===== config.mk =====
export PLATFORM = sky130hd
export DESIGN_NAME = qcsio_top
export DESIGN_NICKNAME = d
export VERILOG_FILES = /design/src/verilog/qcsio_pkg.sv /design/src/verilog/qcsio_top.sv
export SDC_FILE = /design/constraint.sdc
export NUM_CORES = 1
export LEC_CHECK = 0
export ABC_CLOCK_PERIOD_IN_PS = 4000
export BUFFER_PORTS_ARGS = -buffer_cell sky130_fd_sc_hd__buf_2
export CAP_MARGIN = 25
export CORE_MARGIN = 8
export CORE_UTILIZATION = 25
export CTS_BUF_LIST = sky130_fd_sc_hd__clkbuf_2 sky130_fd_sc_hd__clkbuf_4 sky130_fd_sc_hd__clkbuf_8
export CTS_CLUSTER_DIAMETER = 30
export DETAILED_ROUTE_END_ITERATION = 16
export GPL_TIMING_DRIVEN = 0
export PLACE_DENSITY = 0.43
export SKIP_CTS_REPAIR_TIMING = 1
export SLEW_MARGIN = 40
export SYNTH_ARGS = -nofsm -noshare
export SYNTH_HDL_FRONTEND = slang
export SYNTH_SLANG_ARGS = --single-unit

===== constraint.sdc =====
create_clock -name sys_clk -period 4 [get_ports sys_clk]
set_input_delay 0.2 -clock sys_clk [delete_from_list [all_inputs] [get_ports sys_clk]]
set_output_delay 0.2 -clock sys_clk [all_outputs]
set_load 0.005 [all_outputs]

===== src/verilog/qcsio_pkg.sv =====
// Package: constants and types for the quadrature counter special I/O block
package qcsio_pkg;
  // ------------------------------------------------------------
  // Register offsets (byte addresses)
  // ------------------------------------------------------------
  localparam logic [11:0] QCSIO_CTRL = 12'h000; // Counter enables
  localparam logic [11:0] QCSIO_MODE = 12'h004; // Counting method select
  localparam logic [11:0] QCSIO_PMEN = 12'h008; // Pulse measure enables
  localparam logic [11:0] QCSIO_IRQEN = 12'h00c; // Interrupt pin roles
  localparam logic [11:0] QCSIO_OUTF = 12'h010; // Output role select
  localparam logic [11:0] QCSIO_STAT = 12'h014; // Match flags, w1c
  localparam logic [11:0] QCSIO_PIN = 12'h018; // Pin levels
  localparam logic [11:0] QCSIO_TGT0 = 12'h020; // Target ch1..3 at +4
  localparam logic [11:0] QCSIO_CNT0 = 12'h030; // Count ch1..3 at +4
  localparam logic [11:0] QCSIO_REG_STRIDE = 12'h004; // Word stride
  localparam logic [11:0] QCSIO_DO = 12'h040; // Plain output levels
  // ------------------------------------------------------------
  // Sizes and field layout
  // ------------------------------------------------------------
  localparam int QCSIO_NCH = 3; // Counter channels
  localparam int QCSIO_NIN = 16; // Digital inputs
  localparam int QCSIO_NSPIN = 6; // Shared counter inputs
  localparam int QCSIO_CW = 32; // Count width
  localparam logic [1:0] QCSIO_OF_PLAIN = 2'h0; // Output role: plain
  localparam logic [1:0] QCSIO_OF_PWM = 2'h1; // Output role: PWM
  localparam logic [1:0] QCSIO_OF_STEP_PD = 2'h2; // Stepper pulse/dir
  localparam logic [1:0] QCSIO_OF_STEP_PH = 2'h3; // Stepper phases
  localparam logic [15:0] QCSIO_IRQ_CAPABLE = 16'h0f3f; // Inputs 1-6, 9-12
  localparam logic [31:0] QCSIO_RST = 32'h0000_0000; // Register reset
  localparam logic [31:0] QCSIO_ERR_DATA = 32'h0000_0000; // Unmapped read

  // Decoder state: one-hot per phase pair
  typedef enum logic [3:0] {
    QCSIO_S00 = 4'h1,
    QCSIO_S01 = 4'h2,
    QCSIO_S11 = 4'h4,
    QCSIO_S10 = 4'h8
  } qcsio_qstate_t;

  // Phase pair for one channel
  typedef struct packed {
    logic a;
    logic b;
  } qcsio_phase_t;

  // Special output drive from other engines
  typedef struct packed {
    logic [3:0] pwm;
    logic [3:0] step_pd;
    logic [3:0] step_ph;
  } qcsio_spout_t;
endpackage


===== src/verilog/qcsio_top.sv =====
// Quadrature counters and special input/output allocation
//
// The APB register port and the address map were decided locally.
`timescale 1ns/1ps

module qcsio_top
  import qcsio_pkg::*;
(
  // Clock and reset
  input wire logic sys_clk,
  input wire logic reset,
  // APB slave
  input wire logic psel,
  input wire logic penable,
  input wire logic pwrite,
  input wire logic [11:0] paddr,
  input wire logic [31:0] pwdata,
  output logic [31:0] prdata,
  output logic pready,
  output logic pslverr,
  // Digital input pins
  input wire logic [15:0] din,
  // Per-pin role outputs toward other engines
  output logic [5:0] pulse_measure_input,
  output logic [15:0] irq_input,
  output logic [15:0] plain_input,
  output logic [2:0] match_event,
  // Special output sources and pins
  input wire qcsio_spout_t spout,
  output logic [15:0] dout
);

  // ------------------------------------------------------------
  // Input synchronisers
  // ------------------------------------------------------------
  logic [15:0] sy1_r; // First stage, read by stage two only
  logic [15:0] sy2_r; // Second stage
  logic [15:0] sy3_r; // Third stage
  logic [15:0] pin_r; // Accepted level

  // Three stages; accept when two and three agree
  always_ff @(posedge sys_clk) begin
    if (reset) begin
      sy1_r <= '0;
      sy2_r <= '0;
      sy3_r <= '0;
      pin_r <= '0;
    end else begin
      sy1_r <= din;
      sy2_r <= sy1_r;
      sy3_r <= sy2_r;
      pin_r <= (sy2_r & sy3_r) | (pin_r & (sy2_r | sy3_r));
    end
  end

  // ------------------------------------------------------------
  // Control registers
  // ------------------------------------------------------------
  logic [2:0] cnt_en_r; // Counter defined per channel
  logic [2:0] mode_r; // 0 simple, 1 enhanced
  logic [5:0] pm_en_r; // Pulse measure only enables
  logic [15:0] irq_en_r; // Interrupt role per input
  logic [7:0] outf_r; // Two bits per output five-eight
  logic [15:0] do_r; // Plain output levels
  logic [2:0] match_r; // Sticky match flags
  logic [31:0] tgt_r [QCSIO_NCH]; // Target counts
  logic signed [31:0] cnt_r [QCSIO_NCH]; // Channel counts

  // ------------------------------------------------------------
  // APB decode
  // ------------------------------------------------------------
  wire wr_acc = psel & penable & pwrite;
  wire rd_setup = psel & ~penable & ~pwrite; // Read setup phase
  wire hit_ctrl = (paddr == QCSIO_CTRL);
  wire hit_mode = (paddr == QCSIO_MODE);
  wire hit_pmen = (paddr == QCSIO_PMEN);
  wire hit_irq = (paddr == QCSIO_IRQEN);
  wire hit_outf = (paddr == QCSIO_OUTF);
  wire hit_stat = (paddr == QCSIO_STAT);
  wire hit_pin = (paddr == QCSIO_PIN);
  wire hit_do = (paddr == QCSIO_DO);
  logic [2:0] hit_tgt; // Target word hits
  logic [2:0] hit_cnt; // Count word hits
  wire hit_any = hit_ctrl | hit_mode | hit_pmen | hit_irq | hit_outf |
                 hit_stat | hit_pin | hit_do | (|hit_tgt) | (|hit_cnt);

  // Zero wait state; error on unmapped address
  assign pready = 1'b1;
  assign pslverr = psel & penable & ~hit_any;

  // Counter enable masked by interrupt role on either phase
  logic [2:0] cnt_live; // Channel actually counting
  logic [2:0] fire; // Count meets target this cycle
  logic [2:0] pm_from_cnt; // Measure enabled by definition

  genvar g;
  generate
    for (g = 0; g < QCSIO_NCH; g++) begin : g_ch
      localparam logic [11:0] OFS = 12'(g) * QCSIO_REG_STRIDE;
      assign hit_tgt[g] = (paddr == QCSIO_TGT0 + OFS);
      assign hit_cnt[g] = (paddr == QCSIO_CNT0 + OFS);
      // Phase A odd input, B even input
      qcsio_phase_t ph;
      assign ph.a = pin_r[2*g];
      assign ph.b = pin_r[2*g+1];
      assign cnt_live[g] = cnt_en_r[g] & ~irq_en_r[2*g] &
                           ~irq_en_r[2*g+1];
      assign pm_from_cnt[g] = cnt_en_r[g];

      // Previous phase levels
      logic pa_r;
      logic pb_r;
      qcsio_qstate_t st_r;
      qcsio_qstate_t st_nxt;
      logic last_dir_r; // Last enhanced step, 1 up
      logic lock_r; // Last step not yet re-armed
      wire a_rise = ph.a & ~pa_r;
      wire b_rise = ph.b & ~pb_r;

      // Simple: each rising edge counted alone
      // A rise with B off or B lagging counts up
      wire s_up = a_rise & ~ph.b;
      // B rise with A off counts down
      wire s_dn = b_rise & ~ph.a;

      // Enhanced: full state walk, step only at A rise/B rise pair
      always_comb begin
        case ({ph.a, ph.b})
          2'b00: st_nxt = QCSIO_S00;
          2'b10: st_nxt = QCSIO_S10;
          2'b11: st_nxt = QCSIO_S11;
          2'b01: st_nxt = QCSIO_S01;
          default: st_nxt = QCSIO_S00;
        endcase
      end
      // Count one per cycle at the rising edge of A (up) or B (down)
      wire e_up_raw = (st_r == QCSIO_S00) & (st_nxt == QCSIO_S10);
      wire e_dn_raw = (st_r == QCSIO_S00) & (st_nxt == QCSIO_S01);
      // Same direction again while still locked is jiggle
      wire e_up = e_up_raw & ~(lock_r & last_dir_r);
      wire e_dn = e_dn_raw & ~(lock_r & ~last_dir_r);
      // Re-arm once the other phase moves
      wire rearm = last_dir_r ? (ph.b != pb_r) : (ph.a != pa_r);

      wire up = mode_r[g] ? e_up : s_up;
      wire dn = mode_r[g] ? e_dn : s_dn;
      assign fire[g] = cnt_live[g] & (cnt_r[g] == $signed(tgt_r[g]));

      // Decoder history
      always_ff @(posedge sys_clk) begin
        if (reset) begin
          pa_r <= 1'b0;
          pb_r <= 1'b0;
          st_r <= QCSIO_S00;
          last_dir_r <= 1'b0;
          lock_r <= 1'b0;
        end else begin
          pa_r <= ph.a;
          pb_r <= ph.b;
          st_r <= st_nxt;
          if (~mode_r[g]) begin
            // Simple mode keeps no lock history
            last_dir_r <= 1'b0;
            lock_r <= 1'b0;
          end else if (e_up_raw | e_dn_raw) begin
            last_dir_r <= e_up_raw;
            lock_r <= 1'b1;
          end else if (rearm) begin
            lock_r <= 1'b0;
          end
        end
      end

      // Count and target registers
      always_ff @(posedge sys_clk) begin
        if (reset) begin
          cnt_r[g] <= '0;
          tgt_r[g] <= QCSIO_RST;
        end else begin
          if (wr_acc & hit_tgt[g])
            tgt_r[g] <= pwdata;
          if (wr_acc & hit_cnt[g])
            cnt_r[g] <= pwdata;
          else if (cnt_live[g] & up & ~dn)
            cnt_r[g] <= cnt_r[g] + 32'sh1;
          else if (cnt_live[g] & dn & ~up)
            cnt_r[g] <= cnt_r[g] - 32'sh1;
        end
      end
    end
  endgenerate

  // ------------------------------------------------------------
  // Match event: one pulse on reaching target
  // ------------------------------------------------------------
  logic [2:0] fire_d_r; // Previous compare result

  always_ff @(posedge sys_clk) begin
    if (reset)
      fire_d_r <= '0;
    else
      fire_d_r <= fire;
  end
  assign match_event = fire & ~fire_d_r;

  // ------------------------------------------------------------
  // Control register writes
  // ------------------------------------------------------------
  // Defining a counter leaves a measure-only enable set;
  // enabling measure afterwards drops the counter
  wire [2:0] pm_pair_wr = {|pwdata[5:4], |pwdata[3:2], |pwdata[1:0]};

  always_ff @(posedge sys_clk) begin
    if (reset) begin
      cnt_en_r <= '0;
      mode_r <= '0;
      pm_en_r <= '0;
      irq_en_r <= '0;
      outf_r <= '0;
      do_r <= '0;
    end else begin
      if (wr_acc & hit_ctrl)
        cnt_en_r <= pwdata[2:0];
      else if (wr_acc & hit_pmen)
        cnt_en_r <= cnt_en_r & ~pm_pair_wr;
      if (wr_acc & hit_mode)
        mode_r <= pwdata[2:0];
      if (wr_acc & hit_pmen)
        pm_en_r <= pwdata[5:0];
      if (wr_acc & hit_irq)
        irq_en_r <= pwdata[15:0] & QCSIO_IRQ_CAPABLE;
      if (wr_acc & hit_outf)
        outf_r <= pwdata[7:0];
      if (wr_acc & hit_do)
        do_r <= pwdata[15:0];
    end
  end

  // Sticky match flags; set wins over write-one clear
  always_ff @(posedge sys_clk) begin
    if (reset)
      match_r <= '0;
    else
      match_r <= match_event |
                 (match_r & ~(wr_acc & hit_stat ? pwdata[2:0] : 3'h0));
  end

  // ------------------------------------------------------------
  // Input role allocation
  // ------------------------------------------------------------
  wire [5:0] cnt_pins = {{2{cnt_live[2]}}, {2{cnt_live[1]}},
                         {2{cnt_live[0]}}};
  wire [5:0] pm_on = ({{2{pm_from_cnt[2]}}, {2{pm_from_cnt[1]}},
                       {2{pm_from_cnt[0]}}} | pm_en_r) &
                     ~irq_en_r[5:0];
  // Measure sees pin n on channel n, alongside counting
  assign pulse_measure_input = pin_r[5:0] & pm_on;
  assign irq_input = pin_r & irq_en_r;
  // Pins with no special role read as plain inputs
  assign plain_input = pin_r & ~irq_en_r &
                       ~{10'h000, pm_on | cnt_pins};

  // ------------------------------------------------------------
  // Output role allocation: outputs five-eight
  // ------------------------------------------------------------
  logic [3:0] spo; // Special drive for outputs five-eight
  logic [3:0] spo_sel; // Output has special role

  always_comb begin
    for (int i = 0; i < 4; i++) begin
      // One role per output
      case (outf_r[2*i +: 2])
        QCSIO_OF_PLAIN: begin
          spo[i] = do_r[4+i];
          spo_sel[i] = 1'b0;
        end
        QCSIO_OF_PWM: begin
          spo[i] = spout.pwm[i];
          spo_sel[i] = 1'b1;
        end
        // Order: dir1, pulse1, dir2, pulse2
        QCSIO_OF_STEP_PD: begin
          spo[i] = spout.step_pd[i];
          spo_sel[i] = 1'b1;
        end
        QCSIO_OF_STEP_PH: begin
          spo[i] = spout.step_ph[i];
          spo_sel[i] = 1'b1;
        end
        default: begin
          spo[i] = do_r[4+i];
          spo_sel[i] = 1'b0;
        end
      endcase
    end
  end

  // Registered pin outputs; unused roles are plain
  always_ff @(posedge sys_clk) begin
    if (reset)
      dout <= '0;
    else
      dout <= {do_r[15:8], spo, do_r[3:0]};
  end

  // ------------------------------------------------------------
  // Read mux
  // ------------------------------------------------------------
  logic [31:0] rd_mux; // Word selected by paddr

  // Word selection by address
  always_comb begin
    rd_mux = QCSIO_ERR_DATA;
    if (hit_ctrl) rd_mux = {29'h0, cnt_en_r};
    if (hit_mode) rd_mux = {29'h0, mode_r};
    if (hit_pmen) rd_mux = {26'h0, pm_on};
    if (hit_irq) rd_mux = {16'h0, irq_en_r};
    if (hit_outf) rd_mux = {20'h0, spo_sel, outf_r};
    if (hit_stat) rd_mux = {29'h0, match_r};
    if (hit_pin) rd_mux = {16'h0, pin_r};
    if (hit_do) rd_mux = {16'h0, do_r};
    for (int k = 0; k < QCSIO_NCH; k++) begin
      if (hit_tgt[k]) rd_mux = tgt_r[k];
      if (hit_cnt[k]) rd_mux = cnt_r[k];
    end
  end

  // Captured in setup so the word stands from a flop in access
  always_ff @(posedge sys_clk) begin
    if (reset)
      prdata <= QCSIO_RST;
    else if (rd_setup)
      prdata <= rd_mux;
    else
      prdata <= QCSIO_ERR_DATA; // Zero outside a read
  end

endmodule // qcsio_top


Word level (Yosys, flattened, before mapping) --
Memories as Yosys holds them, arrays and structs flattened. Index checks and enable logic that the tools add are counted.
Cells by class: add/subtract/negate cells 6, equality and inequality tests 52, muxes and demuxes 102, bitwise gates (word level) 154, reductions and logical operators 25
Operators by type and width (number):
- $mux W32 | 25
- $add A32 B2 Y32 const B | 3
- $eq A32 B32 Y1 | 3
- $sub A32 B2 Y32 const B | 3
- $eq A12 B6 Y1 const B | 6
- $and A1 B1 Y1 | 69
- $and A16 B16 Y16 | 4
- $mux W1 | 62
- $pmux W4 S4 | 3
- $not A1 Y1 | 40
- $eq A12 B5 Y1 const B | 3
- $or A16 B16 Y16 | 2
- $eq A2 B2 Y1 const B | 14
- $eq A12 B4 Y1 const B | 2
- $or A1 B1 Y1 | 24
- $reduce_or A3 Y1 | 6
- $and A16 B12 Y16 | 1
- $not A12 Y16 | 1
- $not A6 Y16 | 1
- $pmux W1 S4 | 4
- $eq A2 B1 Y1 const B | 7
- $logic_not A2 Y1 | 7
- $reduce_or A2 Y1 | 7
- $and A6 B6 Y6 | 2
- other kinds (15) | 40
Storage, ports and cells: register bits after elaboration 188, RAM bits 192, bits of input ports 77, output and inout bits 91, word-level logic and storage cells 370, memories 2
Memories:
- cnt_r | depth 3, bits a word 32, rd ports 3, clocked after Yosys merged registers in 0, wr ports 3, RTL line qcsio_top.sv:67 | logic signed [31:0] cnt_r [QCSIO_NCH];
- tgt_r | depth 3, bits a word 32, rd ports 3, clocked after Yosys merged registers in 0, wr ports 3, RTL line qcsio_top.sv:66 | logic [31:0] tgt_r [QCSIO_NCH];

Depth between registers and ports, before layout --
Gate-level depths: netlist of the first run.
word-level depth 15, mapped depth 10, depth with buffers taken out 8

Least setup slack after synthesis of the first run --
OpenSTA, ideal clock, no wires.
path kind input to register, start point input port paddr[7], end point memory tgt_r[1][0] (enable), library setup time 428 ps, arrival time 2679 ps, data required time 3572 ps, slack 893 ps, stages on the path 4, path buffers 1, cell sequence buf_1 > nor4b_2 > nand4_1 > o21bai_1
RTL lines:
- from (decl) | RTL line qcsio_top.sv:16 | input wire logic [11:0] paddr,
- to (decl) | RTL line qcsio_top.sv:66

==> impl_metrics.csv, run 1 <==
group,metric,value,unit
logic_synthesis,synth-edff-count,192,
die,die_h,311,um
route,drt_iter0_drc,2167,
cts,cts_made_buffers,116,
global_routing,grt_max_degree,33,
route,routedWlPerCell,25.5,um
logic_synthesis,syn_area,21800,um^2
critical_path,cp-start-kind,"flip-flop",
logic_synthesis,synth-seq-cells,380,
critical_path,slowest_delay,0.70,ns
logic_synthesis,syn_avg_cell_area,9.25,um^2
critical_path,crit_end,"cnt_r[1][5]",
cts,clock_sinks,380,
logic_synthesis,synth_top_family_by_area,"simple AND/OR/NAND/NOR gates",
power,p_leak,9.46,nW
global_routing,antenna_found_initial,9,
timing,setup_tns,0,ns
die,pin_count,168,
power,vdd_ir_drop_max,210,uV
logic_synthesis,synth_xor_area_share,8.56,%
logic_synthesis,synth_top_cell_by_area,"edfxtp_1",
cts,clk_latency,0.79,ns
logic_synthesis,synth-async-reset-ratio,0,%
critical_path,startpoint,"g_ch[1].st_r[1]",
cts,clk_path_buf_depth,3,
logic_synthesis,synthAdderAreaFrac,0.689,%
timing,grt_setup_unrepaired,"no",
route,drc_errors,0,
logic_synthesis,netlist.area_leader.share,26.4,%
die,start_util,25.2,%
logic_synthesis,synthTopCellsByArea,"edfxtp_1, dfxtp_1, xnor2_1",
critical_path,crit_path_end_kind,"flip-flop",
critical_path,crit_path_max_fanout,28,
timing,drv_slew,0,
timing,holdWs,0.0626,ns
place,port_buffers,160,
global_routing,grt_use_total,19.8,%
critical_path,cp_cell_sequence,"nor4b_2, a41oi_1, a211oi_1, nand2_1, clkbuf_1, nand3_4, buf_12",
die,core,86600,um^2
finish,fin_nets,2785,
place,post_dp_cell_area,24300,um^2
cts,ctsRootBufferMaster,"clkbuf_8",
run,maxCapViolCount,0,
timing,fin_skew,0.0923,ns
critical_path,criticalPathCategory,"reg -> reg",
timing,relSlewSlack,38.5,%
global_routing,overflow,0,
logic_synthesis,synth_compound_area_share,16.8,%
critical_path,critical-path-top-delay-family,"simple AND/OR/NAND/NOR gates",
logic_synthesis,yosys.area_share.simple,23.3,%
critical_path,cp.buffers_inverters,2,
route,firstDrtPassIters,8,
route,wl_met1,43700,um
timing,fmax,267,MHz
critical_path,reg2reg_depth,7,
outcome,status,"complete, no violations",
critical_path,slowest_stage,"a211oi_1",
die,die-area,96900,um^2
global_routing,grt_pass1_vias,20600,
timing,setup_viol,0,
cts,cts.htree.levels,3,
logic_synthesis,yosysWarnings,0,
critical_path,regToRegSetupSlack,0.26,ns
logic_synthesis,synthCells,2356,
die,die_x,311,um
logic_synthesis,muxShareOfSynthArea,2.00,%
route,met2WireLength,44600,um
route,ant_nets,0,
place,dp_hpwl,76800,um
die,fp-row-count,108,
global_routing,grt_pass1_wl,144000,um
place,gp_congestion,0.940,
finish,drive_above_1_share,17.9,%
route,routed-wl-met3,7900,um
critical_path,worstSetupPathDepth,7,
power,powerDensity,411,nW/um^2
finish,syn2layout_area_growth,26.1,%
timing,post-route-period-util,93.5,%
route,routed.top_layer,"met5",
route,drt-total-wl,101000,um
timing,min_period,3.74,ns
finish,fin_util,31.7,%
timing,tightest_slew,0.922,ns
min_path,worstHoldPathType,"in -> reg",
logic_synthesis,postSynth.topFlopCell,"edfxtp_1",
critical_path,cp.arrival,4.13,ns
critical_path,regToRegEndpoint,"cnt_r[1][5]",
timing,finalHoldViolCount,0,
logic_synthesis,seq_area_frac_synth,43.7,%
logic_synthesis,synth.distinct_cells,86,
cts,clk_pin_slew,0.05,ns
critical_path,reg2reg_from,"g_ch[1].st_r[1]",
cts,cts_tree,"done",
route,viasPerCell,5.36,
route,num_vias,21200,
critical_path,cp.required,4.39,ns
finish,final_cell_area,27500,um^2
## flip-flops by register name (all words and copies together) (netlist names), 12 cells and up
register and cells:
sy1_r 16, pin_r 16, dout 16, cnt_r 96, sy2_r 16, g_ch.st_r 12
tgt_r 96, do_r 16, prdata 32, sy3_r 16
## per-layer routing
metal | up-vias | GRT usage, %
met5 | - | 0
met4 | 4 | 8.89
met3 | 253 | 4.90
met2 | 1008 | 30.6
met1 | 10500 | 26.1
li1 | 9450 | -
## where the power goes
part,internal [W],switching [W]
clock network,0.00379,0.00246
logic,0.000252,0.000537
registers,0.00420,0.0000720
total,0.00824,0.00307
## layout make-up
class | instances | area (um^2)
Tap cell | 1155 | 1450
Antenna cell | 8 | 20.0
Inverter | 28 | 105
Buffer | 225 | 967
Multi-Input combinational cell | 1728 | 11400
Fill cell | 9094 | 59100
Clock buffer | 147 | 1890
Sequential cell | 380 | 9530
Timing Repair Buffer | 217 | 1380
Clock inverter | 73 | 766
## layout by cell type (no fill, tap or decap), types with 101 or more instances in the layout
master | synthesis | routed
and2_1 | 112 | 112
nand2_1 | 189 | 188
clkbuf_1 | 165 | 157
a21oi_1 | 101 | 101
dfxtp_1 | 188 | 188
clkbuf_8 | 0 | 126
o21ai_0 | 109 | 109
nor2_1 | 150 | 149
xnor2_1 | 140 | 140
buf_2 | 36 | 197
edfxtp_1 | 192 | 192
## kinds of logic (layout without fill, tap and decap cells)
group                    after synthesis  after routing
AO/OA/AOI/OAI                        526            526
XOR/XNOR                             213            213
adder cells (fa/ha/maj)               12             12
buffers and inverters                253            690
flip-flops                           380            380
multiplexers                          38             38
other                                  2             15
AND/OR/NAND/NOR                      932            932
## how the worst min path moves through the flow
| stage | from | end | slack (ns) | cells past startpoint |
|---|---|---|---|---|
| final | pwdata[1] | tgt_r[1][1] | 0.06 | 3 |
| after global routing | pwdata[0] | tgt_r[0][0] | 0.02 | 3 |
| after CTS | din[6] | sy1_r[6] | -0.41 | 2 |
| after detailed placement | din[8] | sy1_r[8] | 0.42 | 2 |
| after global placement | din[8] | sy1_r[8] | 0.41 | 2 |
| after floorplan | din[0] | sy1_r[0] | 0.33 | 1 |
## synth_stat cells, drive strengths merged, types with 67 or more instances
library cell and count:
nor2 154, clkbuf 165, nor3 79, o21ai 111, nand2 189, nand3 67, and2 112, nor2b 83
dfxtp 188, edfxtp 192, xnor2 140, a21oi 102, xor2 73
## worst reg2reg max path, delay by kind of cell (launching register included)
kind / cells / cell delay (ns)
AOI/OAI and AO/OA: 2 / 0.94
buffers and inverters: 2 / 0.72
and+or+nand+nor: 3 / 1.43
DFF: 1 / 0.31
## through the flow
stage / cells / worst slack (ns) / power [W]
finish: 3961 / 0.261 / 0.0113
global route: 3958 / 0.204 / 0.0117
CTS: 3900 / 0.402 / 0.0114
detailed placement: 3680 / -0.0653 / 0.00508
global placement: 3676 / -1.12 / 0.00507
floorplan: 2361 / 0.893 / 0.00472
No activity file was read; power rests on OpenSTA's default activity.
==> inputs of run 2 (changes only) <==
--- a/config.mk
+++ b/config.mk
@@ -15,8 +15,9 @@
 export DETAILED_ROUTE_END_ITERATION = 16
 export GPL_TIMING_DRIVEN = 0
 export PLACE_DENSITY = 0.43
+export REMOVE_ABC_BUFFERS = 1
 export SKIP_CTS_REPAIR_TIMING = 1
-export SLEW_MARGIN = 40
+export SLEW_MARGIN = 0
 export SYNTH_ARGS = -nofsm -noshare
 export SYNTH_HDL_FRONTEND = slang
 export SYNTH_SLANG_ARGS = --single-unit
==> impl_metrics.csv, run 2 (synthesized netlist as in run 1, its figures left out) <==
group,metric,value,unit
power,powerDensity,429,nW/um^2
finish,fin_nets,2601,
finish,syn2layout_area_growth,24.7,%
place,dpl_worst_slack,-0.336,ns
run,maxCapViolCount,0,
place,gp_congestion,0.876,
timing,fmax,264,MHz
power,p_leak,9.28,nW
cts,clk_pin_slew,0.05,ns
cts,clk_latency,0.77,ns
global_routing,busiest_layer,"met2",
finish,final_cell_area,27200,um^2
place,port_buffers,160,
timing,min_period,3.78,ns
cts,clock_sinks,380,
critical_path,cp.arrival,4.20,ns
die,start_util,25.2,%
global_routing,antenna_found_initial,9,
outcome,status,"complete, no violations",
die,core,86600,um^2
cts,clk_path_buf_depth,3,
critical_path,cp-start-kind,"flip-flop",
critical_path,cp.buffers_inverters,1,
critical_path,slowest_delay,0.80,ns
cts,cts_made_buffers,115,
die,pin_count,168,
route,drc_errors,0,
route,drt_iter0_drc,1817,
timing,post-route-period-util,94.6,%
global_routing,overflow,0,
critical_path,cp.required,4.42,ns
critical_path,cp_cell_sequence,"ha_1, nor2b_1, a41oi_1, a211oi_1, nand2_1, nand3_2, buf_12",
timing,grt_setup_unrepaired,"no",
die,die_x,311,um
cts,ctsRootBufferMaster,"clkbuf_8",
die,die_h,311,um
route,ant_nets,0,
finish,final_common_cell,"edfxtp_1",
timing,fin_skew,0.0567,ns
global_routing,met3_usage,2.83,%
timing,tightest_slew,1.12,ns
finish,final_cell_mix,"edfxtp_1, nand2_1, dfxtp_1, buf_2, nor2_1",
global_routing,use_met2,28.5,%
global_routing,grt_max_degree,110,
route,num_vias,20000,
global_routing,grt_use_total,17.8,%
route,firstDrtPassIters,9,
critical_path,crit_path_max_fanout,26,
critical_path,crit_path_end_kind,"flip-flop",
finish,top_regs,"cnt_r x96, tgt_r x96, prdata x32",
critical_path,criticalPathCategory,"reg -> reg",
timing,setup_slack,0.217,ns
critical_path,critical-path-top-delay-family,"simple AND/OR/NAND/NOR gates",
route,routedWlPerCell,24.0,um
global_routing,grt_pass1_vias,19200,
timing,drv_slew,0,
cts,cts.htree.levels,3,
timing,relSlewSlack,24.3,%
timing,finalHoldViolCount,0,
global_routing,grt_pass1_wl,133000,um
min_path,worstHoldPathType,"in -> reg",
route,viasPerCell,5.31,
place,post_dp_cell_area,23700,um^2
timing,setup_viol,0,
critical_path,slowest_stage,"nand2_1",
place,dp_cells,3483,
timing,setup_tns,0,ns
route,drt-total-wl,90600,um
cts,cts_tree,"done",
finish,drive_above_1_share,18.2,%
timing,holdWs,0.0133,ns
power,vdd_ir_drop_max,255,uV
die,fp-row-count,108,
die,die-area,96900,um^2
place,dp_hpwl,66700,um
finish,stdcell_count,3773,
global_routing,grt_use_met1,24.4,%
[run 2: cell type report]
type                            count  area [um^2]
Clock buffer                      147         1920
Tap cell                         1155         1450
Sequential cell                   380         9530
Clock inverter                     72          892
Multi-Input combinational cell   1728        11400
Inverter                           28          105
Fill cell                        9013        59400
Timing Repair Buffer              259         1910
Antenna cell                        4         10.0
[run 2: power by group]
part	switching, W	internal (W)	total (W)
sequential	0.000167	0.00420	0.00437
combinational	0.000389	0.000237	0.000625
clock	0.00241	0.00426	0.00667
total	0.00296	0.00870	0.0117
[run 2: through the flow]
stage	power [W]	util (%)
4_1_cts	0.0118	30.6
2_1_floorplan	0.00466	-
6_report	0.0117	31.4
3_5_place_dp	0.00502	27.4
5_1_grt	0.0121	31.4
3_3_place_gp	0.00500	26.7
[run 2: metal layers]
layer | part of all wire, % | vias to the layer above | wire (um)
li1 | - | 9068 | -
met4 | 3.0 | 4 | 2680
met2 | 46 | 869 | 41500
met1 | 45 | 9950 | 40600
met5 | 0.029 | - | 26
met3 | 6.4 | 157 | 5820
[run 2: worst min-delay path, cell delays in order]
cell and delay [ns]:
buf_2 0.22, nand4_1 0.14, a21oi_1 0.12
[run 2: worst paths after layout]
check | from | to | slack [ns] | cells past startpoint
setup / recovery | pin_r[2] | cnt_r[1][30] | 0.22 | 7
hold / removal | paddr[3] | prdata[0] | 0.01 | 3
setup reg to reg | pin_r[2] | cnt_r[1][30] | 0.22 | 7
hold reg to reg | sy1_r[3] | sy2_r[3] | 0.43 | 1
